==> src/seq_pkg.sv <==
// constants and types shared by the instruction sequencer files
package seq_pkg;

    // ------------------------------------------------------------
    // widths and sizes
    // ------------------------------------------------------------
    localparam int PC_W = 11;
    localparam int DATA_W = 8;
    localparam int INSN_W = 14;
    localparam int STACK_DEPTH = 4;
    localparam int STACK_AW = 2;

    // ------------------------------------------------------------
    // reset values and vectors
    // ------------------------------------------------------------
    localparam logic [10:0] RESET_VECTOR = 11'h000;
    localparam logic [10:0] INT_VECTOR_DEFAULT = 11'h004;
    localparam logic [7:0] ACC_RESET = 8'h00;
    localparam logic [3:0] FLAGS_RESET = 4'h0;
    localparam logic CTL_RESET = 1'b0;

    // ------------------------------------------------------------
    // register offsets (byte addresses) and field positions
    // ------------------------------------------------------------
    localparam logic [3:0] OFS_PC_LOW = 4'h0;
    localparam logic [3:0] OFS_STATUS = 4'h4;
    localparam logic [3:0] OFS_CONTROL = 4'h8;
    localparam logic [3:0] OFS_ACC = 4'hC;
    localparam int ST_C = 0;
    localparam int ST_AC = 1;
    localparam int ST_Z = 2;
    localparam int ST_OV = 3;
    localparam int ST_PHASE = 4;
    localparam int ST_PEND = 6;
    localparam int CTL_IE = 0;

    // ------------------------------------------------------------
    // instruction classes and sub-codes
    // ------------------------------------------------------------
    localparam logic [1:0] OPC_ALU = 2'b00;
    localparam logic [1:0] OPC_BRANCH = 2'b01;
    localparam logic [1:0] OPC_SKIP = 2'b10;
    localparam logic [1:0] OPC_MISC = 2'b11;
    localparam logic [1:0] SK_ZERO = 2'b00;
    localparam logic [1:0] SK_NONZERO = 2'b01;
    localparam logic [1:0] SK_INC_ZERO = 2'b10;
    localparam logic [1:0] SK_DEC_ZERO = 2'b11;
    localparam logic [1:0] MISC_NOP = 2'b00;
    localparam logic [1:0] MISC_SUB_RETURN = 2'b01;
    localparam logic [1:0] MISC_INT_RETURN = 2'b10;
    localparam logic [1:0] MISC_ACC_TO_PC = 2'b11;

    typedef enum logic [3:0] {
        FN_ADD = 4'h0, FN_ADC = 4'h1, FN_SUB = 4'h2, FN_SBC = 4'h3,
        FN_DECADJ = 4'h4, FN_AND = 4'h5, FN_OR = 4'h6, FN_XOR = 4'h7,
        FN_CPL = 4'h8, FN_RR = 4'h9, FN_RRC = 4'hA, FN_RL = 4'hB,
        FN_RLC = 4'hC, FN_INC = 4'hD, FN_DEC = 4'hE, FN_MOV = 4'hF
    } alu_fn_type;

    typedef enum logic [1:0] {
        PH_FETCH = 2'b00,
        PH_DECODE = 2'b01,
        PH_EXEC = 2'b10,
        PH_WRITE = 2'b11
    } phase_type;

endpackage

==> src/stack_mem.sv <==
// small return-address memory with registered read data
`timescale 1ns/1ns
`default_nettype none
module stack_mem #(
    parameter int WIDTH = 11,
    parameter int DEPTH = 4,
    parameter int AW = 2
) (
    input wire logic clk,
    input wire logic arst_n,
    input wire logic wr_en,
    input wire logic [AW-1:0] wr_addr,
    input wire logic [WIDTH-1:0] wr_data,
    input wire logic [AW-1:0] rd_addr,
    output logic [WIDTH-1:0] rd_data
);

    logic [WIDTH-1:0] mem [DEPTH];

    // array write, no reset on the storage itself
    always_ff @(posedge clk) begin
        if (wr_en) begin
            mem[wr_addr] <= wr_data;
        end
    end

    // read data always comes out of a register
    always_ff @(posedge clk or negedge arst_n) begin
        if (!arst_n) begin
            rd_data <= '0;
        end else begin
            rd_data <= mem[rd_addr];
        end
    end

endmodule
`default_nettype wire

==> src/fetch_sequencer.sv <==
// four-phase fetch and execute sequencer with hidden stack and alu
`timescale 1ns/1ns
`default_nettype none
// Behaviour
// - clock splits into four non-overlapping phases; fetch starts at first
// - next fetch overlaps current execute; one instruction per cycle
// - control transfers take two instruction cycles
// - counter steps by one unless control moves elsewhere
// - jump, call, interrupt and reset load target into counter
// - taken skip discards prefetched word and runs a dummy cycle
// - counter low byte readable, writable; write jumps in page, dummy
// - four-level stack holds counter values only, hidden from software
// - call or interrupt pushes counter; returns pop it back
// - reset leaves the stack empty
// - full stack holds interrupt pending until a return pops
// - call on full stack runs and loses the oldest entry
// - eight-bit alu writes its result and updates status flags
// - alu covers arithmetic, decimal adjust, logic, rotate, inc, dec
// - program memory of 2K 14-bit words addressed by counter
// - execution begins at address zero after reset
module fetch_sequencer
    import seq_pkg::*;
#(
    parameter logic [PC_W-1:0] INT_VECTOR = INT_VECTOR_DEFAULT
) (
    input wire logic MCLK,
    input wire logic ARST_N,
    input wire logic [3:0] AVS_ADDRESS,
    input wire logic AVS_READ,
    input wire logic AVS_WRITE,
    input wire logic [31:0] AVS_WRITEDATA,
    output logic [31:0] AVS_READDATA,
    output logic AVS_WAITREQUEST,
    output logic [PC_W-1:0] PM_ADDR,
    input wire logic [INSN_W-1:0] PM_DATA,
    output logic [3:0] PHASE_CLK,
    input wire logic INT_REQ,
    output logic INT_ACK
);

    // ------------------------------------------------------------
    // alu
    // ------------------------------------------------------------
    // returns {ov, z, ac, c, result}
    function automatic logic [11:0] alu(input alu_fn_type fn,
        input logic [7:0] a, input logic [7:0] b, input logic [3:0] f);
        logic sub;
        logic cin;
        logic [7:0] bb;
        logic [8:0] s;
        logic [4:0] h;
        logic [8:0] d;
        logic [7:0] r;
        logic c;
        logic ac;
        logic ov;
        sub = (fn == FN_SUB) || (fn == FN_SBC);
        cin = (fn == FN_SUB) || ((fn == FN_ADC || fn == FN_SBC) && f[ST_C]);
        bb = sub ? ~b : b;
        s = {1'b0, a} + {1'b0, bb} + {8'h00, cin};
        h = {1'b0, a[3:0]} + {1'b0, bb[3:0]} + {4'h0, cin};
        d = {1'b0, a};
        r = a;
        c = f[ST_C];
        ac = f[ST_AC];
        ov = f[ST_OV];
        case (fn)
            FN_ADD, FN_ADC, FN_SUB, FN_SBC: begin
                r = s[7:0];
                c = s[8]; // carry set means no borrow on subtract
                ac = h[4];
                ov = (a[7] == bb[7]) && (s[7] != a[7]);
            end
            FN_DECADJ: begin
                if (a[3:0] > 4'h9 || f[ST_AC]) begin
                    d = d + 9'h006;
                end
                if (d[7:4] > 4'h9 || f[ST_C] || d[8]) begin
                    d = d + 9'h060;
                end
                r = d[7:0];
                c = d[8] | f[ST_C];
            end
            FN_AND: r = a & b;
            FN_OR: r = a | b;
            FN_XOR: r = a ^ b;
            FN_CPL: r = ~a;
            FN_RR: r = {a[0], a[7:1]};
            FN_RRC: begin
                r = {f[ST_C], a[7:1]};
                c = a[0];
            end
            FN_RL: r = {a[6:0], a[7]};
            FN_RLC: begin
                r = {a[6:0], f[ST_C]};
                c = a[7];
            end
            FN_INC: r = a + 8'h01;
            FN_DEC: r = a - 8'h01;
            FN_MOV: r = b;
            default: r = a;
        endcase
        return {ov, (r == 8'h00), ac, c, r};
    endfunction

    // ------------------------------------------------------------
    // state
    // ------------------------------------------------------------
    phase_type phase_q;
    phase_type phase_d;
    logic [3:0] phase_oh_q;
    logic [PC_W-1:0] pc_q;
    logic [PC_W-1:0] pc_d;
    logic [PC_W-1:0] ir_pc_q;
    logic [INSN_W-1:0] ir_q;
    logic ir_valid_q;
    logic [7:0] acc_q;
    logic [7:0] acc_d;
    logic [3:0] flags_q;
    logic [3:0] flags_d;
    logic ie_q;
    logic ie_d;
    logic pend_q;
    logic ack_q;
    logic pcl_pend_q;
    logic [7:0] pcl_val_q;
    logic [2:0] depth_q;
    logic [2:0] depth_d;
    logic [STACK_AW-1:0] wp_q;
    logic [STACK_AW-1:0] wp_d;
    logic [PC_W-1:0] stack_top;
    logic wait_q;
    logic [31:0] rdata_q;

    // ------------------------------------------------------------
    // decode
    // ------------------------------------------------------------
    wire logic boundary = (phase_q == PH_WRITE);
    wire logic [1:0] cls = ir_q[13:12];
    wire logic stack_full = (depth_q == 3'(STACK_DEPTH));
    wire logic pcl_apply = boundary && pcl_pend_q;
    wire logic int_take = boundary && pend_q && ie_q && ir_valid_q &&
        !stack_full && !pcl_pend_q;
    wire logic exec = boundary && ir_valid_q && !int_take;
    wire logic is_alu = exec && (cls == OPC_ALU);
    wire logic is_jump = exec && (cls == OPC_BRANCH) && !ir_q[11];
    wire logic is_call = exec && (cls == OPC_BRANCH) && ir_q[11];
    wire logic is_skip = exec && (cls == OPC_SKIP);
    wire logic is_misc = exec && (cls == OPC_MISC);
    wire logic is_sub_rtn = is_misc && (ir_q[1:0] == MISC_SUB_RETURN);
    wire logic is_int_rtn = is_misc && (ir_q[1:0] == MISC_INT_RETURN);
    wire logic is_acc_pc = is_misc && (ir_q[1:0] == MISC_ACC_TO_PC);
    wire logic is_pop = is_sub_rtn || is_int_rtn;
    wire logic is_push = int_take || is_call;

    // skip ops reuse the alu: test, increment or decrement the accumulator
    wire alu_fn_type fn = !is_skip ? alu_fn_type'(ir_q[11:8]) :
        (ir_q[9:8] == SK_INC_ZERO) ? FN_INC :
        (ir_q[9:8] == SK_DEC_ZERO) ? FN_DEC : FN_MOV;
    wire logic [7:0] operand = is_skip ? acc_q : ir_q[7:0];
    wire logic [11:0] alu_out = alu(fn, acc_q, operand, flags_q);
    wire logic res_zero = (alu_out[7:0] == 8'h00);
    wire logic skip_take = is_skip &&
        ((ir_q[9:8] == SK_NONZERO) ? !res_zero : res_zero);

    // any change of flow that throws away the prefetched word
    wire logic redirect = pcl_apply || int_take || is_jump || is_call ||
        is_acc_pc || is_pop || skip_take;

    // ------------------------------------------------------------
    // next values
    // ------------------------------------------------------------
    // phase sequencing, one instruction cycle per four clocks
    assign phase_d = phase_type'(phase_q + 2'b01);

    // counter selection; page writes keep the upper bits
    assign pc_d = !boundary ? pc_q :
        pcl_apply ? {pc_q[PC_W-1:8], pcl_val_q} :
        int_take ? INT_VECTOR :
        (is_jump || is_call) ? ir_q[PC_W-1:0] :
        is_acc_pc ? {pc_q[PC_W-1:8], acc_q} :
        is_pop ? stack_top :
        pc_q + 11'h001;

    // accumulator and flags from the alu
    assign acc_d = (is_alu || (is_skip && ir_q[9])) ?
        alu_out[7:0] : acc_q;
    assign flags_d = is_alu ? alu_out[11:8] : flags_q;

    // circular stack: overflow overwrites the oldest entry
    assign wp_d = is_push ? wp_q + 2'b01 :
        is_pop ? wp_q - 2'b01 : wp_q;
    assign depth_d = (is_push && !stack_full) ? depth_q + 3'b001 :
        (is_pop && depth_q != 3'b000) ? depth_q - 3'b001 : depth_q;

    // interrupt enable: entry clears, interrupt return sets
    wire logic ctl_wr;
    assign ie_d = int_take ? 1'b0 : is_int_rtn ? 1'b1 :
        ctl_wr ? AVS_WRITEDATA[CTL_IE] : ie_q;

    // ------------------------------------------------------------
    // pipeline registers
    // ------------------------------------------------------------
    // phase counter and its one-hot phase clocks
    always_ff @(posedge MCLK or negedge ARST_N) begin
        if (!ARST_N) begin
            phase_q <= PH_FETCH;
            phase_oh_q <= 4'h1;
        end else begin
            phase_q <= phase_d;
            phase_oh_q <= 4'h1 << phase_d;
        end
    end

    // fetch address and instruction register; fetch overlaps execute
    always_ff @(posedge MCLK or negedge ARST_N) begin
        if (!ARST_N) begin
            pc_q <= RESET_VECTOR;
            ir_q <= '0;
            ir_pc_q <= RESET_VECTOR;
            ir_valid_q <= 1'b0;
        end else begin
            pc_q <= pc_d;
            if (boundary) begin
                ir_q <= PM_DATA;
                ir_pc_q <= pc_q;
                ir_valid_q <= !redirect;
            end
        end
    end

    // datapath and stack bookkeeping
    always_ff @(posedge MCLK or negedge ARST_N) begin
        if (!ARST_N) begin
            acc_q <= ACC_RESET;
            flags_q <= FLAGS_RESET;
            depth_q <= 3'b000;
            wp_q <= '0;
        end else begin
            acc_q <= acc_d;
            flags_q <= flags_d;
            depth_q <= depth_d;
            wp_q <= wp_d;
        end
    end

    // interrupt request latch; a new request beats the acknowledge clear
    always_ff @(posedge MCLK or negedge ARST_N) begin
        if (!ARST_N) begin
            pend_q <= 1'b0;
            ack_q <= 1'b0;
            ie_q <= CTL_RESET;
        end else begin
            pend_q <= INT_REQ | (pend_q & !int_take);
            ack_q <= int_take;
            ie_q <= ie_d;
        end
    end

    // ------------------------------------------------------------
    // return-address stack
    // ------------------------------------------------------------
    // interrupt entry saves the address of the word it displaced
    stack_mem #(
        .WIDTH(PC_W),
        .DEPTH(STACK_DEPTH),
        .AW(STACK_AW)
    ) u_stack (
        .clk(MCLK),
        .arst_n(ARST_N),
        .wr_en(is_push),
        .wr_addr(wp_q),
        .wr_data(int_take ? ir_pc_q : pc_q),
        .rd_addr(wp_q - 2'b01),
        .rd_data(stack_top)
    );

    // ------------------------------------------------------------
    // register bus slave
    // ------------------------------------------------------------
    wire logic req = AVS_READ | AVS_WRITE;
    wire logic pcl_sel = (AVS_ADDRESS == OFS_PC_LOW);
    wire logic accept = req && wait_q && !(AVS_WRITE && pcl_sel && pcl_pend_q);
    wire logic wr_now = AVS_WRITE && !wait_q;
    assign ctl_wr = wr_now && (AVS_ADDRESS == OFS_CONTROL);

    // read mux; the stack and its pointer have no path here
    wire logic [31:0] rd_mux =
        pcl_sel ? {24'h000000, pc_q[7:0]} :
        (AVS_ADDRESS == OFS_STATUS) ?
            {25'h0000000, pend_q, phase_q, flags_q} :
        (AVS_ADDRESS == OFS_CONTROL) ? {31'h00000000, ie_q} :
        (AVS_ADDRESS == OFS_ACC) ? {24'h000000, acc_q} : 32'h00000000;

    // one-cycle answer; a page write waits while one is still queued
    always_ff @(posedge MCLK or negedge ARST_N) begin
        if (!ARST_N) begin
            wait_q <= 1'b1;
            rdata_q <= 32'h00000000;
        end else begin
            wait_q <= !accept;
            if (accept) begin
                rdata_q <= rd_mux;
            end
        end
    end

    // low-byte write queued until the next instruction boundary
    always_ff @(posedge MCLK or negedge ARST_N) begin
        if (!ARST_N) begin
            pcl_pend_q <= 1'b0;
            pcl_val_q <= 8'h00;
        end else if (wr_now && pcl_sel) begin
            pcl_pend_q <= 1'b1;
            pcl_val_q <= AVS_WRITEDATA[7:0];
        end else if (pcl_apply) begin
            pcl_pend_q <= 1'b0;
        end
    end

    // ------------------------------------------------------------
    // outputs
    // ------------------------------------------------------------
    assign AVS_READDATA = rdata_q;
    assign AVS_WAITREQUEST = wait_q;
    assign PM_ADDR = pc_q;
    assign PHASE_CLK = phase_oh_q;
    assign INT_ACK = ack_q;
endmodule
`default_nettype wire

==> config.mk <==
export PLATFORM = sky130hd
export DESIGN_NAME = fetch_sequencer
export DESIGN_NICKNAME = d
export VERILOG_FILES = /design/src/seq_pkg.sv /design/src/stack_mem.sv /design/src/fetch_sequencer.sv
export SDC_FILE = /design/constraint.sdc
export NUM_CORES = 1
export LEC_CHECK = 0
export ABC_CLOCK_PERIOD_IN_PS = 10900
export BUFFER_PORTS_ARGS = -buffer_cell sky130_fd_sc_hd__clkbuf_2
export CAP_MARGIN = 5
export CELL_PAD_IN_SITES_DETAIL_PLACEMENT = 0
export CELL_PAD_IN_SITES_GLOBAL_PLACEMENT = 1
export CORE_MARGIN = 3
export CORE_UTILIZATION = 51
export CTS_BUF_LIST = sky130_fd_sc_hd__clkbuf_8
export DETAILED_ROUTE_END_ITERATION = 10
export PLACE_DENSITY_LB_ADDON = 0.15
export SYNTH_ARGS = -nofsm -noshare
export SYNTH_HDL_FRONTEND = slang
export SYNTH_HIERARCHICAL = 1
export SYNTH_SLANG_ARGS = --single-unit
export TNS_END_PERCENT = 30
==> constraint.sdc <==
create_clock -name MCLK -period 10.9 [get_ports MCLK]
set_clock_uncertainty 0.15 [all_clocks]
set_input_delay 1.09 -clock MCLK [delete_from_list [all_inputs] [get_ports MCLK]]
set_output_delay 1.09 -clock MCLK [all_outputs]
set_load 0.05 [all_outputs]
Yosys cells after proc, flatten, opt, wreduce, memory -nomap -nowiden
Memory sizes are Yosys's and may differ from the RTL's. A register that Yosys moved wholly into a read port is not among the register bits.
Cells that the tools add are included.
W data, S select, Z words.
{"block": "classes", "addsub": 14, "n_mul": 0, "n_div": 0, "magnitude_cmp": 2, "eq_ne": 32, "shifts": 1, "muxes": 33, "n_bitwise": 10, "reduce_logical": 70}
{"cell": "$pmux W8 S13", "count": 1}
{"cell": "$mux W8", "count": 7}
{"cell": "$mux W11", "count": 5}
{"cell": "$eq A4 B4 Y1 const B", "count": 10}
{"cell": "$mux W9", "count": 4}
{"cell": "$logic_and A1 B1 Y1", "count": 30}
{"cell": "$eq A4 B3 Y1 const B", "count": 5}
{"cell": "$logic_or A1 B1 Y1", "count": 16}
{"cell": "$not A8 Y8", "count": 2}
{"cell": "$eq A2 B2 Y1 const B", "count": 7}
{"cell": "$add A11 B1 Y11 const B", "count": 1}
{"cell": "$logic_not A1 Y1", "count": 10}
{"cell": "$add A8 B3 Y9 const B", "count": 1}
{"cell": "$add A8 B8 Y9", "count": 1}
{"cell": "$add A9 B1 Y9", "count": 1}
{"cell": "$add A9 B7 Y9 const B", "count": 1}
{"cell": "$mux W1", "count": 9}
{"cell": "$add A8 B1 Y8 const B", "count": 1}
{"cell": "$and A8 B8 Y8", "count": 1}
{"cell": "$eq A4 B2 Y1 const B", "count": 2}
{"cell": "$gt A4 B4 Y1 const B", "count": 2}
{"cell": "$logic_not A4 Y1", "count": 2}
{"cell": "$logic_not A8 Y1", "count": 1}
{"cell": "$or A8 B8 Y8", "count": 1}
{"cell": "29 further kinds", "count": 41}
{"block": "word_totals", "reg_bits": 105, "latchBits": 0, "ram_bits": 44, "romBits": 0, "input_bits": 55, "elab_cells": 183, "n_memories": 1}
{"memory": "u_stack.mem", "words": 4, "word_bits": 11, "read_ports": 1, "rd_clocked_by_memory_dff": 1, "write_ports": 1, "line_no": "stack_mem.sv:18", "source": "logic [WIDTH-1:0] mem [DEPTH];"}

Logic depth before layout (Yosys ltp)
Gate-level depths: netlist of run 1.
{"block": "logic_depth", "word_depth": 24, "mapped_depth": 20, "depth_no_buf": 18}

By module
The synthesis of run 1 kept the hierarchy.
{"mod": "fetch_sequencer", "n_inst": 1, "cells_each": 770, "area_per_inst_um2": 6590.1, "seq_area_each_um2": 2029.4}
{"mod": "stack_mem", "n_inst": 1, "cells_each": 72, "area_per_inst_um2": 1895.6, "seq_area_each_um2": 1596.5}

Worst setup path after synthesis of run 1
No wires, ideal clock.
{"block": "synth_path", "kind": "reg-to-reg", "startpoint": "reg phase_q[0]", "endpoint": "reg ir_valid_q", "setup_time_ps": 128, "t_arrival_ps": 4002, "t_required_ps": 10622, "slack_ps": 6620, "path_stages_with_launch": 21, "path_buffers": 3, "synth_period_minus_slack_ps": 4280, "path_cell_list": "dfrtp_1 -> ha_1 -> clkbuf_1 -> and4b_1 -> o21ai_1 -> clkbuf_1 -> buf_1 -> nor2_1 -> a21oi_1 -> inv_1 -> xnor2_1 -> ha_1 -> or2_2 -> o21ai_0 -> xnor2_1 -> o32a_1 -> a211o_1 -> nor4_2 -> nand4_1 -> xnor2_1 -> a21oi_1"}
{"block": "synth_between", "elab_chain_cells": 22, "elab_cells_between_ends": 61, "cone_classes": "add/sub: 2; eq/ne: 16; mux: 5; bitwise: 4; reduce/logical: 34"}
{"element": "start, declared", "line_no": "fetch_sequencer.sv:109", "source": "phase_type phase_q;"}
{"element": "start signal, assigned", "line_no": "fetch_sequencer.sv:210", "source": "phase_q <= phase_d;"}
{"element": "$eq A2 B2 Y1 *", "line_no": "fetch_sequencer.sv:138", "source": "wire logic boundary = (phase_q == PH_WRITE);"}
{"element": "$logic_and A1 B1 Y1 (4 in a row)", "line_no": "fetch_sequencer.sv:142", "source": "wire logic int_take = boundary && pend_q && ie_q && ir_valid_q &&"}
{"element": "$logic_and A1 B1 Y1", "line_no": "fetch_sequencer.sv:143", "source": "!stack_full && !pcl_pend_q;"}
{"element": "$logic_not A1 Y1", "line_no": "fetch_sequencer.sv:144", "source": "wire logic exec = boundary && ir_valid_q && !int_take;"}
{"element": "$logic_and A1 B1 Y1", "line_no": "fetch_sequencer.sv:144"}
{"element": "$logic_and A1 B1 Y1", "line_no": "fetch_sequencer.sv:148", "source": "wire logic is_skip = exec && (cls == OPC_SKIP);"}
{"element": "$mux W4", "line_no": "fetch_sequencer.sv:157", "source": "wire alu_fn_type fn = !is_skip ? alu_fn_type'(ir_q[11:8]) :"}
{"element": "$eq A4 B2 Y1 / $eq A4 B1 Y1 (equally long branches)", "line_no": "fetch_sequencer.sv:57, fetch_sequencer.sv:58, fetch_sequencer.sv:67"}
{"element": "(+3 left out)"}
{"element": "$add A9 B1 Y9", "line_no": "fetch_sequencer.sv:60", "source": "s = {1'b0, a} + {1'b0, bb} + {8'h00, cin};"}
{"element": "$pmux W8 S13", "line_no": "fetch_sequencer.sv:67", "source": "case (fn)"}
{"element": "$logic_not A8 Y1", "line_no": "fetch_sequencer.sv:162", "source": "wire logic res_zero = (alu_out[7:0] == 8'h00);"}
{"element": "$logic_not A1 Y1", "line_no": "fetch_sequencer.sv:164", "source": "((ir_q[9:8] == SK_NONZERO) ? !res_zero : res_zero);"}
{"element": "$mux W1", "line_no": "fetch_sequencer.sv:164"}
{"element": "$logic_and A1 B1 Y1", "line_no": "fetch_sequencer.sv:163", "source": "wire logic skip_take = is_skip &&"}
{"element": "$logic_or A1 B1 Y1", "line_no": "fetch_sequencer.sv:168", "source": "is_acc_pc || is_pop || skip_take;"}
{"element": "$logic_not A1 Y1", "line_no": "fetch_sequencer.sv:227", "source": "ir_valid_q <= !redirect;"}
{"element": "end signal, assigned", "line_no": "fetch_sequencer.sv:227"}
{"element": "end, declared", "line_no": "fetch_sequencer.sv:116", "source": "logic ir_valid_q;"}
Every way passes the cells marked *; elsewhere a longest branch is shown, timed or not.
A chain may end at the register's enable or synchronous reset.

Worst setup path in the final report of run 1
{"block": "layout_path", "startpoint": "reg phase_q[1]", "endpoint": "reg ir_valid_q"}
Same word-level chain as after synthesis.

==> results of run 1 <==
-- cells by family after synthesis --
family / count (synthesis) / share of synthesized area
adders and majority gates: 35 / 0.0543
buffers and inverters: 108 / 0.0607
AOI/OAI and AO/OA: 213 / 0.166
and+or+nand+nor: 244 / 0.149
other: 1 / 0.000442
DFF: 136 / 0.427
muxes: 71 / 0.107
xor gates and xnor gates: 34 / 0.0351
-- metal layers --
metal  global-route usage  part of all wire  up-vias
met4               0.0767             0.019        0
met2                0.406              0.46      308
met3               0.0522             0.078       36
met5                    0                 0        -
li1                     -                 -     3152
met1                0.392              0.45     3478
-- area by class of cell --
cell class,instances,area share
Clock buffer,17,0.0252
Inverter,38,0.0154
Multi-Input combinational cell,621,0.479
Timing Repair Buffer,72,0.0437
Sequential cell,136,0.391
Tap cell,216,0.0291
Clock inverter,14,0.0175
-- synth_stat cells (all sizes together) (4+ instances only) --
master,instances,area share
buf,35,0.028
nand2b,5,0.0037
a221oi,12,0.012
nor4,12,0.0096
or3,4,0.0029
nor3b,5,0.0050
and4b,4,0.0047
nand3,16,0.0094
dfrtp,90,0.27
o21bai,4,0.0035
inv,33,0.015
and3b,6,0.0062
a21oi,55,0.034
edfxtp,44,0.16
and2,8,0.0059
o211ai,10,0.0088
nor3,12,0.0071
a32oi,5,0.0052
nor2,65,0.029
a211oi,12,0.011
mux2,43,0.057
clkbuf,35,0.016
xor2,8,0.0083
nand2,62,0.027
or2,4,0.0029
a2111oi,5,0.0052
a31oi,13,0.0096
nor2b,9,0.0066
mux4,11,0.030
o21ai,44,0.026
nand3b,4,0.0035
a21o,6,0.0053
xnor2,26,0.027
ha,32,0.047
and3,12,0.0088
mux2i,17,0.020
a22oi,14,0.012
clkinv,5,0.0022
o31ai,6,0.0053
-- metrics by stage --
| step | hold slack (ps) | worst slack (ps) |
|---|---|---|
| 2_1_floorplan | 299 | 6620 |
| 3_3_place_gp | 334 | 5620 |
| 3_5_place_dp | 336 | 5630 |
| 4_1_cts | 360 | 5610 |
| 5_1_grt | 381 | 5190 |
| 6_report | 362 | 5490 |
-- sequential cells by signal, summed over array words and instances (netlist names), 2 cells and up --
register,count
PHASE_CLK,4
phase_q,2
acc_q,8
u_stack/rd_data,11
ir_q,14
PM_ADDR,11
pcl_val_q,8
u_stack/mem,44
flags_q,4
depth_q,3
ir_pc_q,11
AVS_READDATA,8
wp_q,2
-- where the power goes --
group / internal [mW] / switching [mW]
Sequential: 0.645 / 0.179
Combinational: 0.289 / 0.440
Clock: 0.208 / 0.220
Total: 1.14 / 0.839
-- worst paths after layout --
kind | from | to | slack (ps) | depth (start not counted)
min in group asynchronous | ARST_N | ir_q[2] | 450 | 1
max in group asynchronous | ARST_N | INT_ACK | 9030 | 2
hold reg to reg | ir_pc_q[8] | ir_pc_q[8] | 360 | 1
setup reg to reg | phase_q[1] | ir_valid_q | 5490 | 17
hold / removal | ir_pc_q[8] | ir_pc_q[8] | 360 | 1
setup / recovery | phase_q[1] | ir_valid_q | 5490 | 17
-- critical path, delay by kind of cell, from the launching register on --
family                     cells  cell delay (ps)
adders and majority gates      2              490
xor gates and xnor gates       2              450
buffers and inverters          3              950
and+or+nand+nor                5             1520
DFF                            1              450
AOI/OAI and AO/OA              3              490
muxes                          2              720
==> results by group, run 1 <==
Status
  • Result of the run: finished, final reports clean

Logic synthesis
  • Post-synth EDFFs: 44
  • Number of instances in the synthesized netlist: 842
  • Post-synthesis async set-or-reset flop share: 0.676
  • Sequential fraction of the synthesis area: 0.427
  • Library cells used by synthesis: 79
  • Post-Synthesis Mean Instance Area: 10.1 sq um
  • Synth Flop Type: dfrtp_1
  • Synthesized area: between 8000 and 9000 sq um
  • Seq cells post-synth: 136
  • Yosys warnings: 6

GRT
  • Total grt overflow: 0
  • GRT Overall Usage: 0.267
  • Maximum number of pins on one net before global-route repair: 57
  • Vias in the first global route: 6756
  • First-pass GRT wire length: 37.8 mm
  • Antenna violations before repair: 0

Placed design
  • Final weighted congestion in routability-driven placement: 0.901
  • Count of placed standard cells including taps: 1083
  • Total placed instance area: 8890 sq um
  • Post-DP HPWL: ~17 mm
  • Number of port buffers: between 50 and 60

Timing
  • Worst Tran Pin Value: 1110 ps
  • Final period demand of the worst path: 5410 ps
  • Number of endpoints with negative hold slack in the final report: 0
  • Final worst path period share: 0.496
  • Max Freq: 0.185 GHz
  • Endpoints failing setup: 0
  • Max-slew headroom at the worst pin: 0.242
  • Setup total negative slack: 0 ps
  • Final-report max-slew violation count: 0
  • Setup repair after global routing missed its margin: no

Floorplanning
  • Die outline area: roughly 18000 sq um
  • Die Y-Extent: 135 microns
  • Number of cell rows: 46
  • Die W: 135 microns
  • Starting density of the core: 0.528
  • I/O pin cnt: 104
  • CORE AREA: about 16000 sq um

Clock tree
  • Library cell used as clock root buffer: clkbuf_8
  • Resize count post-CTS: 0
  • Cts hold-fix bufs: 0
  • Clock tree from TritonCTS: built
  • Number of clock buffers inserted by TritonCTS: 17
  • Total number of H-tree levels: 4
  • Maximum buffer depth of the clock tree: 2
  • Setup bufs post-CTS: 0
  • CTS sink count: 136
  • Insertion delay to the later sink of the worst-skew pair: about 460 ps
  • Clock slew seen by the registers of the worst setup and hold paths: 80 ps

Pwr
  • Power density relative to cell area: approximately 210 nW/um^2
  • Final total power: between 1.5 and 2 mW
  • Leakage power total: roughly 3.8 nW
  • VDD IR max: around 0.18 mV

Worst setup path
  • Largest stage delay on the critical path: 640 ps
  • Master of the slowest instance on the critical path: mux2i_2
  • Data arrival time at the worst-slack endpoint: between 5000 and 6000 ps
  • Startpoint type of the worst setup path: flop
  • Kind of critical path: flop to flop
  • Largest fanout on the critical path: 44
  • Cell-by-cell listing of the critical path: ha_2, buf_4, nand4b_1, a21oi_4, buf_4, mux2i_2, xnor2_1, ha_1, inv_1, nand3_1, mux2i_1, nor4_1, o221ai_1, nor4_2, nand4_1, xnor2_1, a21oi_1
  • Required @ worst endpoint: 11080 ps
  • Critical Path Sink Type: flop

Cells and area
  • Count of inserted antenna diode cells: 0
  • Most common cell after layout, fill and taps aside: dfrtp_1
  • Fill cell count: 1381
  • Final-stage net count: 976
  • Footprint of the flip-flops and latches: 3630 sq um
  • Multi-input combinational cell area: 4440 sq um
  • Commonest cells after routing, fill and taps aside: dfrtp_1 (90), nor2_1 (65), nand2_1 (62)
  • Layout Cells excl Fill: approximately 1.1k
  • Area growth from synthesis to layout: 9.42%
  • Post-route core utilization: 0.578
  • Fraction of layout instances using a drive strength above 1: 0.189
  • Final Instance Area: just over 9000 sq um

Detailed routing
  • Post-route ant nets: 0
  • Total routed wirelength: 23.8 mm
  • Ratio of routed vias to standard cells: 6.26
  • Total number of vias: 6974
  • Starting DRC count in detailed routing: 526
  • Number of optimization iterations in the first detailed-route pass: 7
  • Residual DRC count: 0
  • Post-detailed-route wirelength per cell: 21.3 microns

Job
  • Max-cap check violation count: 0

Worst hold path
  • Hold Path Class: flop to flop
Note: power is estimated with default switching activity, not from simulation.
==> run 2, diff against run 1 <==
--- a/config.mk
+++ b/config.mk
@@ -5,13 +5,14 @@
 export SDC_FILE = /design/constraint.sdc
 export NUM_CORES = 1
 export LEC_CHECK = 0
-export ABC_CLOCK_PERIOD_IN_PS = 10900
+export ABC_AREA = 1
+export ABC_CLOCK_PERIOD_IN_PS = 4700
 export BUFFER_PORTS_ARGS = -buffer_cell sky130_fd_sc_hd__clkbuf_2
 export CAP_MARGIN = 5
 export CELL_PAD_IN_SITES_DETAIL_PLACEMENT = 0
 export CELL_PAD_IN_SITES_GLOBAL_PLACEMENT = 1
 export CORE_MARGIN = 3
-export CORE_UTILIZATION = 51
+export CORE_UTILIZATION = 41
 export CTS_BUF_LIST = sky130_fd_sc_hd__clkbuf_8
 export DETAILED_ROUTE_END_ITERATION = 10
 export PLACE_DENSITY_LB_ADDON = 0.15
==> constraint.sdc (replaced) <==
create_clock -name MCLK -period 4.7 [get_ports MCLK]
set_clock_uncertainty 0.15 [all_clocks]
set_input_delay 0.47 -clock MCLK [delete_from_list [all_inputs] [get_ports MCLK]]
set_output_delay 0.47 -clock MCLK [all_outputs]
set_load 0.05 [all_outputs]
==> results by group, run 2 <==
Status
  • Result of the run: finished, final reports clean

Timing
  • Smallest setup slack after layout: around 310 ps
  • Max-slew headroom at the worst pin: 0.317
  • Max Freq: 0.228 GHz
  • Final worst path period share: 0.934
  • Endpoints failing setup: 0
  • Final period demand of the worst path: approximately 4400 ps
  • Number of endpoints with negative hold slack in the final report: 0
  • Setup repair after global routing missed its margin: no
  • Setup total negative slack: 0 ps
  • Worst Tran Pin Value: approximately 1000 ps
  • Smallest hold slack: around 75 ps
  • Final-report max-slew violation count: 0

Floorplanning
  • Number of cell rows: 52
  • Die W: around 150 microns
  • Die outline area: 23200 sq um
  • CORE AREA: 20600 sq um
  • Die Y-Extent: 152 microns
  • I/O pin cnt: 104
  • Starting density of the core: 0.425

Worst setup path
  • Master of the slowest instance on the critical path: fa_1
  • Largest fanout on the critical path: 13
  • CP startpoint: phase_q[0]
  • Critical Path Sink Type: flop
  • R2r worst-path depth: 23
  • Setup slack on the worst flop-to-flop path: 310 ps
  • Largest stage delay on the critical path: between 400 and 500 ps
  • Endpoint of the worst setup timing path: ir_valid_q
  • Required @ worst endpoint: a little under 5000 ps
  • Reg-to-reg critical path endpoint: ir_valid_q
  • Data arrival time at the worst-slack endpoint: 4580 ps
  • Startpoint type of the worst setup path: flop
  • Cell-by-cell listing of the critical path: ha_2, nand2_4, inv_6, nand3_4, nand3_2, buf_4, o21ai_0, inv_1, xor2_1, fa_1, nand3_1, a21oi_1, o21ai_0, nand2_1, or2_2, nand3_1, nand3_2, nor2_2, nand3_1, nand2_1, nand3_1, nand2_1, nand2_1
  • Reg-to-reg critical path startpoint: phase_q[0]
  • Kind of critical path: flop to flop

GRT
  • Antenna violations before repair: 0
  • Maximum number of pins on one net before global-route repair: 54
  • GRT Overall Usage: 0.217
  • First-pass GRT wire length: 39.6 mm
  • Vias in the first global route: 6906
  • Total grt overflow: 0

Clock tree
  • Resize count post-CTS: 0
  • CTS sink count: 136
  • Library cell used as clock root buffer: clkbuf_8
  • Maximum buffer depth of the clock tree: 2
  • Clock tree from TritonCTS: built
  • Clock slew seen by the registers of the worst setup and hold paths: ~90 ps
  • Total number of H-tree levels: 4
  • Insertion delay to the later sink of the worst-skew pair: ~450 ps
  • Number of clock buffers inserted by TritonCTS: 17

Cells and area
  • Largest registers ranked by flip-flop count: u_stack/mem (44), ir_q (14)
  • Most common cell after layout, fill and taps aside: nand2_1
  • Commonest cells after routing, fill and taps aside: nand2_1 (284), inv_1 (148), dfrtp_1 (90)
  • Biggest register: u_stack/mem
  • Final Instance Area: just under 10000 sq um
  • Number of flip-flops in the largest register: 44
  • Fraction of layout instances using a drive strength above 1: 0.156
  • Final-stage net count: 1252
  • Area growth from synthesis to layout: 9.91%
  • Count of inserted antenna diode cells: 0

Placed design
  • Final weighted congestion in routability-driven placement: 0.893
  • Number of port buffers: 55
  • Total placed instance area: 9230 sq um
  • Post-DP HPWL: 18.3 mm
  • Post-placement setup slack: between 300 and 400 ps

Pwr
  • Leakage power total: 4.75 nW
  • Power density relative to cell area: 506 nW/um^2
  • VDD IR max: 0.236 mV

Logic synthesis
  • Yosys warnings: 6
  • Area leader, netlist: dfrtp_1
  • Post-synthesis async set-or-reset flop share: 0.676
  • Number of instances in the synthesized netlist: between 1k and 1.5k
  • Post-synth EDFFs: 44
  • Top cells by count, synth: nand2_1 (284), inv_1 (147), dfrtp_1 (90)
  • Synthesized area: 8760 sq um
  • Post-Synthesis Mean Instance Area: 7.96 sq um
  • Synth Flop Type: dfrtp_1
  • Leading post-synthesis cells by cell area: dfrtp_1 (26%), edfxtp_1 (15%), nand2_1 (12%)
  • Seq cells post-synth: 136
  • Sequential fraction of the synthesis area: 0.414
  • Most instantiated library cell after synthesis: nand2_1
  • Library cells used by synthesis: 56
  • Area share of the largest cell type after synthesis: 0.257

Detailed routing
  • Residual DRC count: 0
  • Post-route ant nets: 0
  • Total number of vias: 7309
  • Post-detailed-route wirelength per cell: 17.4 microns
  • Ratio of routed vias to standard cells: 5.06
  • Starting DRC count in detailed routing: 535
  • Number of optimization iterations in the first detailed-route pass: 5
  • Total routed wirelength: 25.2 mm

Worst hold path
  • Hold Path Class: input pin to flop

Job
  • Max-cap check violation count: 0
run 2: cell count changes in the layout (fill, tap and decap cells not counted), sizes merged, moves of 13 or more:
| cell | before | now |
|---|---|---|
| nand2 | 62 | 298 |
| inv | 39 | 161 |
| nand3 | 16 | 97 |
| o21ai | 44 | 94 |
| mux2 | 43 | 11 |
| xnor2 | 26 | 2 |
| a21oi | 55 | 38 |
| nand4 | 2 | 19 |
| mux2i | 17 | 1 |
| xor2 | 8 | 24 |
| a31oi | 13 | 0 |
run 2: worst min path at each step:
| stage | cells past startpoint | endpoint | startpoint | slack [ps] |
|---|---|---|---|---|
| final | 3 | ir_q[2] | PM_DATA[2] | 70 |
| after global routing | 3 | ir_q[11] | PM_DATA[11] | 80 |
| after CTS | 3 | ir_q[2] | PM_DATA[2] | 40 |
| after detailed placement | 2 | AVS_READDATA[2] | AVS_READDATA[2] | 330 |
| after global placement | 2 | AVS_READDATA[4] | AVS_READDATA[4] | 320 |
| after floorplan | 0 | AVS_READDATA[0] | ARST_N | 20 |
run 2: area by class of cell:
cell class / instances / area, sq um
Clock buffer: 17 / 234
Clock inverter: 15 / 129
Fill cell: 2087 / 11000
Inverter: 160 / 606
Multi-Input combinational cell: 764 / 4200
Sequential cell: 136 / 3630
Tap cell: 270 / 338
Timing Repair Buffer: 83 / 490
run 2: what timing repair did:
item | in CTS | in global routing
setup buffers | 0 | 2
hold buffers | 1 | 0
hold endpoints to repair | 50 | 0
setup endpoints to repair | 0 | 1
run 2: logic make-up after synthesis:
logic type                 after synthesis  share of synthesized area
xor gates and xnor gates                26                     0.0260
other                                    1                   0.000428
buffers and inverters                  224                      0.117
and+or+nand+nor                        494                      0.261
DFF                                    136                      0.414
muxes                                   12                     0.0153
adders and majority gates               35                     0.0526
AOI/OAI and AO/OA                      172                      0.113
run 2: where the power goes:
part | total, mW | switching (mW) | internal, mW | leakage (nW)
combinational | 2.16 | 1.50 | 0.666 | 3.04
clock | 0.916 | 0.498 | 0.418 | 0.177
sequential | 1.79 | 0.273 | 1.52 | 1.53
run 2: through the flow:
| stage | std cells | total power, mW | utilization |
|---|---|---|---|
| after floorplan | 1123 | 3.31 | - |
| after global placement | 1409 | 3.96 | 0.447 |
| after detailed placement | 1409 | 3.98 | 0.447 |
| after CTS | 1442 | 4.91 | 0.466 |
| after global routing | 1445 | 5.24 | 0.467 |
| final | 1445 | 4.87 | 0.467 |
run 2: critical path, delay by kind of cell (launching register included):
kind,cells,cell delay (ps)
DFF,1,420
adders and majority gates,2,720
AOI/OAI and AO/OA,3,560
and+or+nand+nor,14,1820
buffers and inverters,3,380
xor gates and xnor gates,1,210
run 2: per-layer routing:
metal | vias to the layer above | wire length, microns | global-route usage
met1 | 3413 | 12600 | 0.337
met3 | 15 | 1520 | 0.0329
met4 | 0 | 239 | 0.0518
met2 | 216 | 10800 | 0.319
li1 | 3665 | - | -
met5 | - | 0 | 0
==> run 3, diff against run 2 <==
--- a/config.mk
+++ b/config.mk
@@ -12,10 +12,9 @@
 export CELL_PAD_IN_SITES_DETAIL_PLACEMENT = 0
 export CELL_PAD_IN_SITES_GLOBAL_PLACEMENT = 1
 export CORE_MARGIN = 3
-export CORE_UTILIZATION = 41
-export CTS_BUF_LIST = sky130_fd_sc_hd__clkbuf_8
+export CORE_UTILIZATION = 40
 export DETAILED_ROUTE_END_ITERATION = 10
-export PLACE_DENSITY_LB_ADDON = 0.15
+export PLACE_DENSITY = 0.87
 export SYNTH_ARGS = -nofsm -noshare
 export SYNTH_HDL_FRONTEND = slang
 export SYNTH_HIERARCHICAL = 1
==> results by group, run 3 (synthesis gave the netlist of run 2 again) <==
Status
  • Result of the run: finished, final reports clean

Placed design
  • Final weighted congestion in routability-driven placement: around 0.91
  • Post-DP HPWL: 17.0 mm
  • Count of placed standard cells including taps: 1405
  • Total placed instance area: 9170 sq um
  • Post-placement setup slack: 376 ps
  • Number of port buffers: 55

Detailed routing
  • Post-route ant nets: 0
  • Post-detailed-route wirelength per cell: between 15 and 20 microns
  • Starting DRC count in detailed routing: 667
  • Residual DRC count: 0
  • Ratio of routed vias to standard cells: roughly 5.2
  • Total number of vias: about 7.5k
  • Number of optimization iterations in the first detailed-route pass: 5
  • Total routed wirelength: 23.6 mm

Timing
  • Setup total negative slack: 0 ps
  • Max-slew headroom at the worst pin: 0.333
  • Max Freq: 0.234 GHz
  • Final worst path period share: 0.910
  • Smallest setup slack after layout: between 400 and 500 ps
  • Final period demand of the worst path: between 4000 and 5000 ps
  • Endpoints failing setup: 0
  • Setup repair after global routing missed its margin: no
  • Final-report max-slew violation count: 0
  • Worst Tran Pin Value: 996 ps
  • Number of endpoints with negative hold slack in the final report: 0

Worst setup path
  • Required @ worst endpoint: 4870 ps
  • Most used cell along the critical path: nand2_1
  • Largest fanout on the critical path: 13
  • Data arrival time at the worst-slack endpoint: 4450 ps
  • Master of the slowest instance on the critical path: fa_1
  • Cell type group with the largest total delay on the critical path: simple AND/OR/NAND/NOR gates
  • Largest stage delay on the critical path: between 400 and 500 ps
  • Critical Path Sink Type: flop
  • Startpoint type of the worst setup path: flop
  • Kind of critical path: flop to flop
  • Critical path buffer and inverter count: 3

Clock tree
  • Maximum buffer depth of the clock tree: 2
  • CTS sink count: 136
  • Clock tree from TritonCTS: built
  • Number of clock buffers inserted by TritonCTS: 17
  • Total number of H-tree levels: 4
  • Library cell used as clock root buffer: clkbuf_16
  • Insertion delay to the later sink of the worst-skew pair: ~430 ps
  • Clock slew seen by the registers of the worst setup and hold paths: approximately 70 ps

Floorplanning
  • Die Y-Extent: roughly 150 microns
  • Number of cell rows: 53
  • Starting density of the core: 0.411
  • CORE AREA: 21300 sq um
  • I/O pin cnt: 104
  • Die W: approximately 150 microns
  • Die outline area: 23700 sq um

Cells and area
  • Number of flip-flops in the largest register: 44
  • Most common cell after layout, fill and taps aside: nand2_1
  • Final-stage net count: about 1.2k
  • Final Instance Area: 9760 sq um
  • Area growth from synthesis to layout: 11.4%
  • Multi-input combinational cell area: 4210 sq um
  • Fill cell count: 2068
  • Commonest cells after routing, fill and taps aside: nand2_1 (284), inv_1 (147), dfrtp_1 (90)
  • Fraction of layout instances using a drive strength above 1: 0.151
  • Layout Cells excl Fill: approximately 1.4k
  • Footprint of the flip-flops and latches: around 3600 sq um
  • Biggest register: u_stack/mem
  • Post-route core utilization: 0.458
  • Largest registers ranked by flip-flop count: u_stack/mem (44), ir_q (14)

GRT
  • Total grt overflow: 0
  • Antenna violations before repair: 0
  • Maximum number of pins on one net before global-route repair: 52
  • First-pass GRT wire length: 37.7 mm
  • Vias in the first global route: between 7k and 8k
  • GRT Overall Usage: 0.200

Job
  • Max-cap check violation count: 0

Pwr
  • Power density relative to cell area: 529 nW/um^2
  • Leakage power total: 4.79 nW
  • VDD IR max: 0.274 mV

Worst hold path
  • Hold Path Class: input pin to flop
[run 3: cell type report]
type,count,share of cell area
diodes,1,0.000256
multi-input cells,764,0.432
inverters,160,0.0621
well taps,275,0.0353
clock inverters,15,0.0137
flip-flops and latches,136,0.372
repair buffers,72,0.0418
clock buffers,17,0.0436
[run 3: worst min-delay path: stages]
cell      delay (ps)
clkbuf_2          70
nand2_1           40
o21ai_0           70
[run 3: power by group]
part           internal [mW]  switching (mW)  total [mW]
clock network          0.695           0.586        1.28
registers               1.52           0.310        1.83
logic                  0.642            1.41        2.05
[run 3: path summary, 6_finish.rpt]
| check | start | end | slack, ps | cells past startpoint |
|---|---|---|---|---|
| hold / removal | PM_DATA[2] | ir_q[2] | 110 | 3 |
| min in group asynchronous | ARST_N | ir_pc_q[3] | 460 | 2 |
| hold reg to reg | AVS_READDATA[2] | AVS_READDATA[2] | 340 | 2 |
| setup / recovery | phase_q[1] | ir_valid_q | 420 | 27 |
| setup reg to reg | phase_q[1] | ir_valid_q | 420 | 27 |
| max in group asynchronous | ARST_N | acc_q[3] | 2920 | 3 |
[run 3: what timing repair did]
item | CTS | global route
endpoints found under the setup margin | 0 | 1
endpoints found under the hold margin | 46 | 0
gates resized for setup | 0 | 1
setup buffers | 0 | 0
hold buffers | 1 | 0
[run 3: per-stage QoR]
stage,power (mW),hold WS [ps]
2_1_floorplan,3.31,24.4
3_3_place_gp,3.85,319
3_5_place_dp,3.89,325
4_1_cts,5.17,108
5_1_grt,5.52,122
6_report,5.16,112
[run 3: metal layers]
layer / vias to the layer above / global-route usage / share of wire
met3: 34 / 0.0338 / 0.064
met2: 265 / 0.301 / 0.44
met4: 0 / 0.0635 / 0.018
li1: 3643 / - / -
met5: - / 0 / 0
met1: 3554 / 0.294 / 0.48
